==> config.mk <==
export PLATFORM = sky130hd
export DESIGN_NAME = scr_target
export DESIGN_NICKNAME = d
export VERILOG_FILES = /design/src/scr_pkg.sv /design/src/scr_line_if.sv /design/src/scr_line_det.sv /design/src/scr_target.sv
export SDC_FILE = /design/constraint.sdc
export NUM_CORES = 1
export LEC_CHECK = 0
export BUFFER_PORTS_ARGS = -buffer_cell sky130_fd_sc_hd__buf_2
export CELL_PAD_IN_SITES_DETAIL_PLACEMENT = 0
export CELL_PAD_IN_SITES_GLOBAL_PLACEMENT = 1
export CORE_MARGIN = 5
export CORE_UTILIZATION = 46
export CTS_CLUSTER_DIAMETER = 50
export DETAILED_ROUTE_END_ITERATION = 16
export PLACE_DENSITY = 0.73
export SYNTH_ARGS = -nofsm -noshare
export SYNTH_HDL_FRONTEND = slang
export SYNTH_SLANG_ARGS = --single-unit
==> constraint.sdc <==
create_clock -name sys_clk_i -period 2.5 [get_ports sys_clk_i]
set_clock_uncertainty 0.15 [all_clocks]
set_input_delay 0.5 -clock sys_clk_i [delete_from_list [all_inputs] [get_ports sys_clk_i]]
set_output_delay 0.5 -clock sys_clk_i [all_outputs]
set_load 0.01 [all_outputs]
==> src/scr_pkg.sv <==
/*
  Shared constants, types and helpers for the serial control target with repeater
  forwarding. Assumes nothing of its surroundings; every user names items with scr_pkg::.
*/
package scr_pkg;

  // ---------------------------------------------------------------------------
  // Target address selection
  // ---------------------------------------------------------------------------

  // Number of strap positions and the address that each one selects.
  localparam int STRAP_COUNT = 10;
  localparam logic [6:0] STRAP_ADDR [STRAP_COUNT] = '{
    7'h2C, 7'h33, 7'h34, 7'h35, 7'h36, 7'h37, 7'h38, 7'h39, 7'h3A, 7'h3B
  };

  // ---------------------------------------------------------------------------
  // Register index map and field positions
  // ---------------------------------------------------------------------------

  localparam logic [7:0] REG_ID_IDX = 8'h00;
  localparam int ID_OVR_BIT = 0;
  localparam logic [7:0] ALIAS_BASE_IDX = 8'h08;
  localparam logic [7:0] REG_RESET = 8'h00;
  localparam logic [6:0] ALIAS_OFF = 7'h00;

  // ---------------------------------------------------------------------------
  // Protocol engine states
  // ---------------------------------------------------------------------------

  typedef enum logic [3:0] {
    S_IDLE, S_ADDR, S_RX, S_ACK, S_TX, S_HACK, S_FWD_ADDR, S_FWD_WR, S_FWD_RD
  } scr_state_t;

  // Maps a digitised strap position to its address; out-of-range picks the first.
  function automatic logic [6:0] strap_addr(input logic [3:0] sel);
    logic [6:0] res;
    res = STRAP_ADDR[0];
    if (int'(sel) < STRAP_COUNT) begin
      res = STRAP_ADDR[int'(sel)];
    end
    return res;
  endfunction : strap_addr

endpackage : scr_pkg

==> src/scr_line_if.sv <==
/*
  Bus-line event bundle passed from the line detector to the protocol engine.
  Assumes one clock domain; every event is a one-cycle pulse on sys_clk_i.
*/
`timescale 1ns/100ps
interface scr_line_if;
  logic scl_rise;
  logic scl_fall;
  logic start;
  logic stop;
  logic sda;

  modport det (output scl_rise, output scl_fall, output start, output stop, output sda);
  modport eng (input scl_rise, input scl_fall, input start, input stop, input sda);
endinterface : scr_line_if

==> src/scr_line_det.sv <==
/*
  Synchronises the SCL and SDA pins and decodes edges, START and STOP.
  Assumes pins are asynchronous to sys_clk_i and the clock is much faster than SCL.
*/
`timescale 1ns/100ps
module scr_line_det (
  input wire logic sys_clk_i,
  input wire logic rst_n_i,
  input wire logic scl_i,
  input wire logic sda_i,
  scr_line_if.det ev
);

  // ---------------------------------------------------------------------------
  // Synchronisers and delayed copies
  // ---------------------------------------------------------------------------

  logic [1:0] scl_sync_r;
  logic [1:0] sda_sync_r;
  logic scl_d_r;
  logic sda_d_r;

  // Two stages per pin, then one more stage for edge detection; idle bus is high.
  always_ff @(posedge sys_clk_i or negedge rst_n_i) begin
    if (!rst_n_i) begin
      scl_sync_r <= 2'h3;
      sda_sync_r <= 2'h3;
      scl_d_r <= 1'b1;
      sda_d_r <= 1'b1;
    end else begin
      scl_sync_r <= {scl_sync_r[0], scl_i};
      sda_sync_r <= {sda_sync_r[0], sda_i};
      scl_d_r <= scl_sync_r[1];
      sda_d_r <= sda_sync_r[1];
    end
  end

  // ---------------------------------------------------------------------------
  // Event decode
  // ---------------------------------------------------------------------------

  // SDA falling with SCL high opens a frame, SDA rising with SCL high closes it.
  assign ev.sda = sda_sync_r[1];
  assign ev.scl_rise = scl_sync_r[1] & ~scl_d_r;
  assign ev.scl_fall = ~scl_sync_r[1] & scl_d_r;
  assign ev.start = scl_sync_r[1] & scl_d_r & sda_d_r & ~sda_sync_r[1];
  assign ev.stop = scl_sync_r[1] & scl_d_r & ~sda_d_r & sda_sync_r[1];
endmodule : scr_line_det

==> src/scr_target.sv <==
/*
  Serial control target with register file, address aliasing and transparent
  forwarding over the back channel link. Assumes the link side answers each
  forwarding request with one done pulse on sys_clk_i, and the host honours stretching.
*/
`timescale 1ns/100ps
// Notes on behaviour
// - Strap picks one of ten addresses.
// - Detect START and STOP from SDA under SCL.
// - START opens a frame, STOP closes it.
// - Acknowledge own address, release on mismatch.
// - Acknowledge every written data byte held here; a forwarded one only when the link answers without NACK.
// - Lines are only pulled low or released.
// - Repeater forwards transactions over the link.
// - Alias address replaced by real downstream address.
// - Override bit selects address from register zero.
module scr_target #(
  parameter int REG_DEPTH = 16,
  parameter int NUM_ALIAS = 4
) (
  input wire logic sys_clk_i,
  input wire logic rst_n_i,
  input wire logic scl_i,
  output logic scl_o,
  output logic scl_oe_n_o,
  input wire logic sda_i,
  output logic sda_o,
  output logic sda_oe_n_o,
  input wire logic [3:0] address_strap_pin_i,
  input wire logic repeat_mode_i,
  input wire logic downstream_irq_input_n_i,
  output logic downstream_irq_o,
  output logic back_channel_link_start_o,
  output logic back_channel_link_wr_o,
  output logic back_channel_link_rd_o,
  output logic back_channel_link_stop_o,
  output logic [6:0] back_channel_link_addr_o,
  output logic back_channel_link_rnw_o,
  output logic [7:0] back_channel_link_wdata_o,
  input wire logic back_channel_link_done_i,
  input wire logic back_channel_link_nack_i,
  input wire logic [7:0] back_channel_link_rdata_i
);

  localparam int IW = $clog2(REG_DEPTH);

  // ---------------------------------------------------------------------------
  // Line events and pin synchronisers
  // ---------------------------------------------------------------------------

  scr_line_if ev ();

  scr_line_det u_det (
    .sys_clk_i(sys_clk_i),
    .rst_n_i(rst_n_i),
    .scl_i(scl_i),
    .sda_i(sda_i),
    .ev(ev)
  );

  logic [3:0] strap_s1_r;
  logic [3:0] strap_s2_r;
  logic [1:0] rep_s_r;
  logic [1:0] irq_s_r;

  // Strap, mode and interrupt pins pass two stages before any logic sees them.
  always_ff @(posedge sys_clk_i or negedge rst_n_i) begin
    if (!rst_n_i) begin
      strap_s1_r <= 4'h0;
      strap_s2_r <= 4'h0;
      rep_s_r <= 2'h0;
      irq_s_r <= 2'h3;
    end else begin
      strap_s1_r <= address_strap_pin_i;
      strap_s2_r <= strap_s1_r;
      rep_s_r <= {rep_s_r[0], repeat_mode_i};
      irq_s_r <= {irq_s_r[0], downstream_irq_input_n_i};
    end
  end

  // ---------------------------------------------------------------------------
  // State and decode
  // ---------------------------------------------------------------------------

  scr_pkg::scr_state_t state_r;
  logic [7:0] regs_r [REG_DEPTH];
  logic [3:0] cnt_r;
  logic [7:0] sh_r;
  logic [7:0] idx_r;
  logic rnw_r;
  logic first_r;
  logic fwd_r;
  logic host_ack_r;
  logic [6:0] own_addr;
  logic own_hit;
  logic alias_hit;
  logic [6:0] alias_real;
  logic alias_go;
  logic byte_end;
  logic wr_en;
  logic load_rd;
  logic [7:0] rd_data;

  // Own address comes from the strap unless register zero overrides it.
  assign own_addr = regs_r[0][scr_pkg::ID_OVR_BIT] ? regs_r[0][7:1]
                  : scr_pkg::strap_addr(strap_s2_r);
  assign own_hit = (sh_r[7:1] == own_addr);
  assign alias_go = rep_s_r[1] & alias_hit & ~own_hit;
  assign byte_end = ev.scl_fall & (cnt_r == 4'h8);
  assign wr_en = (state_r == scr_pkg::S_RX) & byte_end & ~fwd_r & ~first_r;
  assign load_rd = ev.scl_fall & (((state_r == scr_pkg::S_ACK) & rnw_r) | ((state_r == scr_pkg::S_HACK) & host_ack_r));
  assign rd_data = (idx_r == scr_pkg::REG_ID_IDX) ? {own_addr, regs_r[0][scr_pkg::ID_OVR_BIT]}
                 : regs_r[idx_r[IW-1:0]];

  // Alias table: even entry holds the alias, odd entry the real address.
  always_comb begin
    alias_hit = 1'b0;
    alias_real = scr_pkg::ALIAS_OFF;
    for (int k = 0; k < NUM_ALIAS; k++) begin
      if (regs_r[int'(scr_pkg::ALIAS_BASE_IDX) + 2*k][7:1] != scr_pkg::ALIAS_OFF &&
          regs_r[int'(scr_pkg::ALIAS_BASE_IDX) + 2*k][7:1] == sh_r[7:1]) begin
        alias_hit = 1'b1;
        alias_real = regs_r[int'(scr_pkg::ALIAS_BASE_IDX) + 2*k + 1][7:1];
      end
    end
  end

  // ---------------------------------------------------------------------------
  // Register file
  // ---------------------------------------------------------------------------

  // Each written data byte after the index byte lands at the current index.
  always_ff @(posedge sys_clk_i or negedge rst_n_i) begin
    if (!rst_n_i) begin
      for (int i = 0; i < REG_DEPTH; i++) begin
        regs_r[i] <= scr_pkg::REG_RESET;
      end
    end else if (wr_en) begin
      regs_r[idx_r[IW-1:0]] <= sh_r;
    end
  end

  // ---------------------------------------------------------------------------
  // Protocol engine
  // ---------------------------------------------------------------------------

  // Shifts in on SCL rise, shifts out and changes SDA on SCL fall; STOP and START take priority.
  always_ff @(posedge sys_clk_i or negedge rst_n_i) begin
    if (!rst_n_i) begin
      state_r <= scr_pkg::S_IDLE;
      cnt_r <= 4'h0;
      sh_r <= 8'h00;
      idx_r <= 8'h00;
      rnw_r <= 1'b0;
      first_r <= 1'b0;
      fwd_r <= 1'b0;
      host_ack_r <= 1'b0;
      sda_oe_n_o <= 1'b1;
      scl_oe_n_o <= 1'b1;
      back_channel_link_start_o <= 1'b0;
      back_channel_link_wr_o <= 1'b0;
      back_channel_link_rd_o <= 1'b0;
      back_channel_link_stop_o <= 1'b0;
      back_channel_link_addr_o <= 7'h00;
      back_channel_link_rnw_o <= 1'b0;
      back_channel_link_wdata_o <= 8'h00;
    end else begin
      back_channel_link_start_o <= 1'b0;
      back_channel_link_wr_o <= 1'b0;
      back_channel_link_rd_o <= 1'b0;
      back_channel_link_stop_o <= 1'b0;
      if (ev.stop) begin
        state_r <= scr_pkg::S_IDLE;
        sda_oe_n_o <= 1'b1;
        scl_oe_n_o <= 1'b1;
        back_channel_link_stop_o <= fwd_r;
        fwd_r <= 1'b0;
      end else if (ev.start) begin
        state_r <= scr_pkg::S_ADDR;
        cnt_r <= 4'h0;
        sda_oe_n_o <= 1'b1;
      end else begin
        unique case (state_r)
          scr_pkg::S_IDLE: begin
          end
          scr_pkg::S_ADDR, scr_pkg::S_RX: begin
            if (ev.scl_rise) begin
              sh_r <= {sh_r[6:0], ev.sda};
              cnt_r <= cnt_r + 4'h1;
            end else if (byte_end) begin
              cnt_r <= 4'h0;
              if (state_r == scr_pkg::S_ADDR) begin
                rnw_r <= sh_r[0];
                first_r <= 1'b1;
                if (own_hit) begin
                  sda_oe_n_o <= 1'b0;
                  state_r <= scr_pkg::S_ACK;
                  back_channel_link_stop_o <= fwd_r;
                  fwd_r <= 1'b0;
                end else if (alias_go) begin
                  fwd_r <= 1'b1;
                  back_channel_link_start_o <= 1'b1;
                  back_channel_link_addr_o <= alias_real;
                  back_channel_link_rnw_o <= sh_r[0];
                  scl_oe_n_o <= 1'b0;
                  state_r <= scr_pkg::S_FWD_ADDR;
                end else begin
                  state_r <= scr_pkg::S_IDLE;
                  back_channel_link_stop_o <= fwd_r;
                  fwd_r <= 1'b0;
                end
              end else if (fwd_r) begin
                back_channel_link_wr_o <= 1'b1;
                back_channel_link_wdata_o <= sh_r;
                scl_oe_n_o <= 1'b0;
                state_r <= scr_pkg::S_FWD_WR;
              end else begin
                sda_oe_n_o <= 1'b0;
                state_r <= scr_pkg::S_ACK;
                first_r <= 1'b0;
                idx_r <= first_r ? sh_r : idx_r + 8'h01;
              end
            end
          end
          scr_pkg::S_FWD_ADDR, scr_pkg::S_FWD_WR: begin
            // SCL is held low until the far end answers.
            if (back_channel_link_done_i) begin
              scl_oe_n_o <= 1'b1;
              if (!back_channel_link_nack_i) begin
                sda_oe_n_o <= 1'b0;
                state_r <= scr_pkg::S_ACK;
              end else begin
                state_r <= scr_pkg::S_IDLE;
              end
            end
          end
          scr_pkg::S_ACK, scr_pkg::S_HACK: begin
            if (ev.scl_rise) begin
              host_ack_r <= ~ev.sda;
            end else if (load_rd) begin
              cnt_r <= 4'h0;
              if (fwd_r) begin
                sda_oe_n_o <= 1'b1;
                back_channel_link_rd_o <= 1'b1;
                scl_oe_n_o <= 1'b0;
                state_r <= scr_pkg::S_FWD_RD;
              end else begin
                sh_r <= rd_data;
                sda_oe_n_o <= rd_data[7];
                idx_r <= idx_r + 8'h01;
                state_r <= scr_pkg::S_TX;
              end
            end else if (ev.scl_fall) begin
              sda_oe_n_o <= 1'b1;
              cnt_r <= 4'h0;
              state_r <= (state_r == scr_pkg::S_ACK) ? scr_pkg::S_RX : scr_pkg::S_IDLE;
            end
          end
          scr_pkg::S_FWD_RD: begin
            if (back_channel_link_done_i) begin
              scl_oe_n_o <= 1'b1;
              sh_r <= back_channel_link_rdata_i;
              sda_oe_n_o <= back_channel_link_rdata_i[7];
              state_r <= scr_pkg::S_TX;
            end
          end
          scr_pkg::S_TX: begin
            if (ev.scl_rise) begin
              cnt_r <= cnt_r + 4'h1;
            end else if (byte_end) begin
              sda_oe_n_o <= 1'b1;
              cnt_r <= 4'h0;
              state_r <= scr_pkg::S_HACK;
            end else if (ev.scl_fall) begin
              sh_r <= {sh_r[6:0], 1'b0};
              sda_oe_n_o <= sh_r[6];
            end
          end
        endcase
      end
    end
  end

  // Pins only ever drive low; the interrupt output is the inverse of the synced active-low input.
  always_ff @(posedge sys_clk_i or negedge rst_n_i) begin
    if (!rst_n_i) begin
      scl_o <= 1'b0;
      sda_o <= 1'b0;
      downstream_irq_o <= 1'b0;
    end else begin
      scl_o <= 1'b0;
      sda_o <= 1'b0;
      downstream_irq_o <= ~irq_s_r[1];
    end
  end
endmodule : scr_target

==> results.cfg <==
[route]
vias_per_cell = 5.97
dr_total_vias = 7660
dr.pass1.iters = 5
post_drt_wl_per_cell_um = 22.8
finalWirelength_mm = 29.3
antenna_left = 0
route.detailed.drc = 0
drt-initial-drc-count = 555

[floorplanning]
die_width_um = 159
coreArea_um2 = 21900
die_y_um = 159
num_rows = 54
initial_core_util = 0.469
dieArea_um2 = 25400
io_pins = 45

[clock_tree]
cts_tree = yes
clkSlewWorstSetupHoldPaths_ns = 0.08
cts_sinks = 197
cts_inserted_buffers = 17
clk_latency_ns = 0.45
cts-root-buf = clkbuf_16
cts_max_level = 4
cts_buffer_depth = 2

[sta]
min_period_ns = 2.53
period_share = 1.01
fmax_mhz = 395
rsz0062_at_grt = yes
setup_violations = 8
relSlewSlack = 0.378
hold-worst-slack_ns = 0.00898
worst_slew_pin_slew_ns = 0.933
finalMaxSlewViolations = 0
hold_violations = 0
fin_ws_ns = -0.0303

[run_status]
violations = setup timing
status = complete, but fails checks

[hold_path]
hp-start = address_strap_pin_i[1]
holdPathStages = 1
hold_path_end = strap_s1_r[1]
hp-class = in2reg

[worst_setup_path]
cp-start-kind = register
rr_worst_depth = 6
crit_buf_inv = 0
slowest_stage = or3_4
slowest_delay_ns = 0.50
path_class = reg2reg
worstPathMaxFanout = 8
path_cells = xnor2_1, nand4_1, a2111oi_4, nor4_4, or3_4, mux2_4
rr_endpoint = back_channel_link_addr_o[4]
ff2ff_setup_slack_ns = -0.03
reg2reg_from = sh_r[5]
crit_family = simple AND/OR/NAND/NOR gates
critical_path_arrival_ns = 2.71
crit_required_ns = 2.68
end_kind = register

[global_route]
use_met2 = 0.360
met1_usage = 0.320
grt_max_degree = 73
antenna_found_initial = 0
grt_pass1_wl_mm = 45.4
use_met3 = 0.0360
first_global_vias = 7692
grt-ovfl-total = 0
grtUsageTotal = 0.226
grt_busiest_layer = met2

[placement]
dp_hpwl_mm = 21.1
pre_cts_slack_ns = -0.327
port-buffer-count = 42
gp_congestion = 0.935

[logic_synthesis]
synthTopCellsByArea = dfrtp_1 (46%), mux2_2 (12%), mux4_2 (8.1%)
synth_most_common_cell = dfrtp_1
yosys_register_bits = 197
synthArstFlopShare = 1.00
syn-instance-count = 844
synth_area_um2 = 10300
yosysWarnings = 0
synth_top_area_cell = dfrtp_1
yosys.cell_types.count = 76
yosys-top-cells-count = dfrtp_1 (187), mux2_2 (109), nand2_1 (58)
yosysSeqAreaShare = 0.481
synthDominantCellAreaShare = 0.456
ys.flop_type = dfrtp_1
avgSynthCellArea_um2 = 12.2
synth_edf_count = 0

[pwr]
ir_drop_v = 0.000556
power_leakage_uw = 0.00600
power_density_nw_per_um2 = 803

[layout]
fillers = 1776
antennaDiodeCount = 0
drive_above_1_share = 0.454
layout.nets = 1017
post-route-util = 0.582
area_growth_pct = 24.2

[flow_run]
drv_cap = 0
state kept, by name, summed over array words and instances (netlist names), 4 cells and up:
signal / cells
regs_r: 128
back_channel_link_wdata_o: 8
idx_r: 8
sh_r: 8
back_channel_link_addr_o: 7
cnt_r: 4
state_r: 4
strap_s1_r: 4
strap_s2_r: 4
worst max path at each step:
| stage | start | slack (ns) | depth (start not counted) | to |
|---|---|---|---|---|
| after floorplan | strap_s2_r[2] | 0.04 | 8 | back_channel_link_addr_o[0] |
| after global placement | regs_r[14] | -0.23 | 7 | back_channel_link_addr_o[2] |
| after detailed placement | regs_r[14] | -0.33 | 7 | back_channel_link_addr_o[2] |
| after CTS | strap_s2_r[2] | -0.04 | 8 | back_channel_link_addr_o[4] |
| after global routing | strap_s2_r[1] | -0.09 | 8 | back_channel_link_rnw_o |
| final | sh_r[5] | -0.03 | 6 | back_channel_link_addr_o[4] |
worst reg2reg max path: cells and delay by family (launching register included):
kind / cells / cell delay (ns)
AND/OR/NAND/NOR: 3 / 0.79
XOR/XNOR: 1 / 0.23
flip-flops: 1 / 0.48
AO/OA/AOI/OAI: 1 / 0.42
multiplexers: 1 / 0.34
cell usage in the layout (no fill, tap or decap), types with 4 or more instances in the layout:
master | Yosys | layout
dfrtp_1 | 187 | 179
buf_4 | 5 | 125
mux2_2 | 109 | 109
nand2_1 | 58 | 57
buf_2 | 22 | 41
nor2_1 | 41 | 40
mux4_2 | 37 | 37
a21oi_1 | 36 | 30
o21ai_0 | 31 | 29
mux2_1 | 28 | 28
xnor2_1 | 26 | 22
nand3_1 | 19 | 18
clkbuf_16 | 0 | 17
inv_1 | 12 | 12
buf_12 | 0 | 12
nand4_1 | 10 | 10
dfstp_2 | 10 | 10
nand2b_1 | 10 | 9
o22ai_1 | 11 | 9
mux2i_1 | 9 | 9
a221oi_2 | 1 | 9
mux2_4 | 8 | 8
dfrtp_2 | 0 | 8
xor2_1 | 7 | 7
nor3_1 | 9 | 7
a31oi_1 | 8 | 7
dlygate4sd3_1 | 1 | 7
a21oi_2 | 0 | 6
ha_1 | 6 | 5
nand2_4 | 0 | 4
and2_1 | 7 | 4
nor4_2 | 1 | 4
a211o_1 | 4 | 4
xnor2_2 | 0 | 4
nor2b_1 | 6 | 4
and2_2 | 1 | 4
clkbuf_1 | 26 | 4
clkinv_4 | 0 | 4
cell families (layout without fill, tap and decap cells):
kind of cell | count (synthesis) | count (layout) | share of synthesized area
flip-flops | 197 | 197 | 0.481
AO/OA/AOI/OAI | 143 | 143 | 0.0943
other | 1 | 2 | 0.000365
XOR/XNOR | 34 | 34 | 0.0297
adder cells (fa/ha/maj) | 6 | 6 | 0.00731
AND/OR/NAND/NOR | 196 | 196 | 0.0975
buffers and inverters | 76 | 235 | 0.0373
multiplexers | 191 | 191 | 0.252
per-stage QoR:
| step | area (um^2) | power, uW | instances | TNS, ns |
|---|---|---|---|---|
| final | 12700 | 10200 | 1284 | -0.180 |
| after CTS | 12400 | 10000 | 1278 | -0.275 |
| after detailed placement | 11600 | 7280 | 1232 | -2.27 |
| after global placement | 11600 | 7220 | 1232 | -1.87 |
| after floorplan | 10300 | 5710 | 845 | 0 |
| after global routing | 12700 | 10700 | 1284 | -1.22 |
layout make-up:
class,instances,area (um^2),area share
Timing Repair Buffer,190,1520,0.119
Tap cell,280,350,0.0275
Sequential cell,197,4950,0.388
Inverter,13,48.8,0.00383
Clock inverter,11,111,0.00873
Clock buffer,21,440,0.0345
Multi-Input combinational cell,572,5330,0.418
power breakdown:
part | switching (uW) | total [uW] | internal (uW)
clock | 1280 | 2600 | 1320
sequential | 336 | 3690 | 3350
combinational | 2130 | 3940 | 1820
total | 3740 | 10200 | 6490
per-layer routing:
metal	wire length [um]	vias to the layer above
met5	0	-
met4	781	0
met2	14300	283
li1	-	3407
met3	1380	58
met1	12800	3912
timing repair:
item | CTS | global route
resized for setup | 27 | 59
setup endpoints to repair | 18 | 140
pin swaps | 3 | 14
hold buffers | 7 | 0
buffers inserted | 7 | 9
endpoints found under the hold margin | 65 | 0
Note: power is estimated with default switching activity, not from simulation.
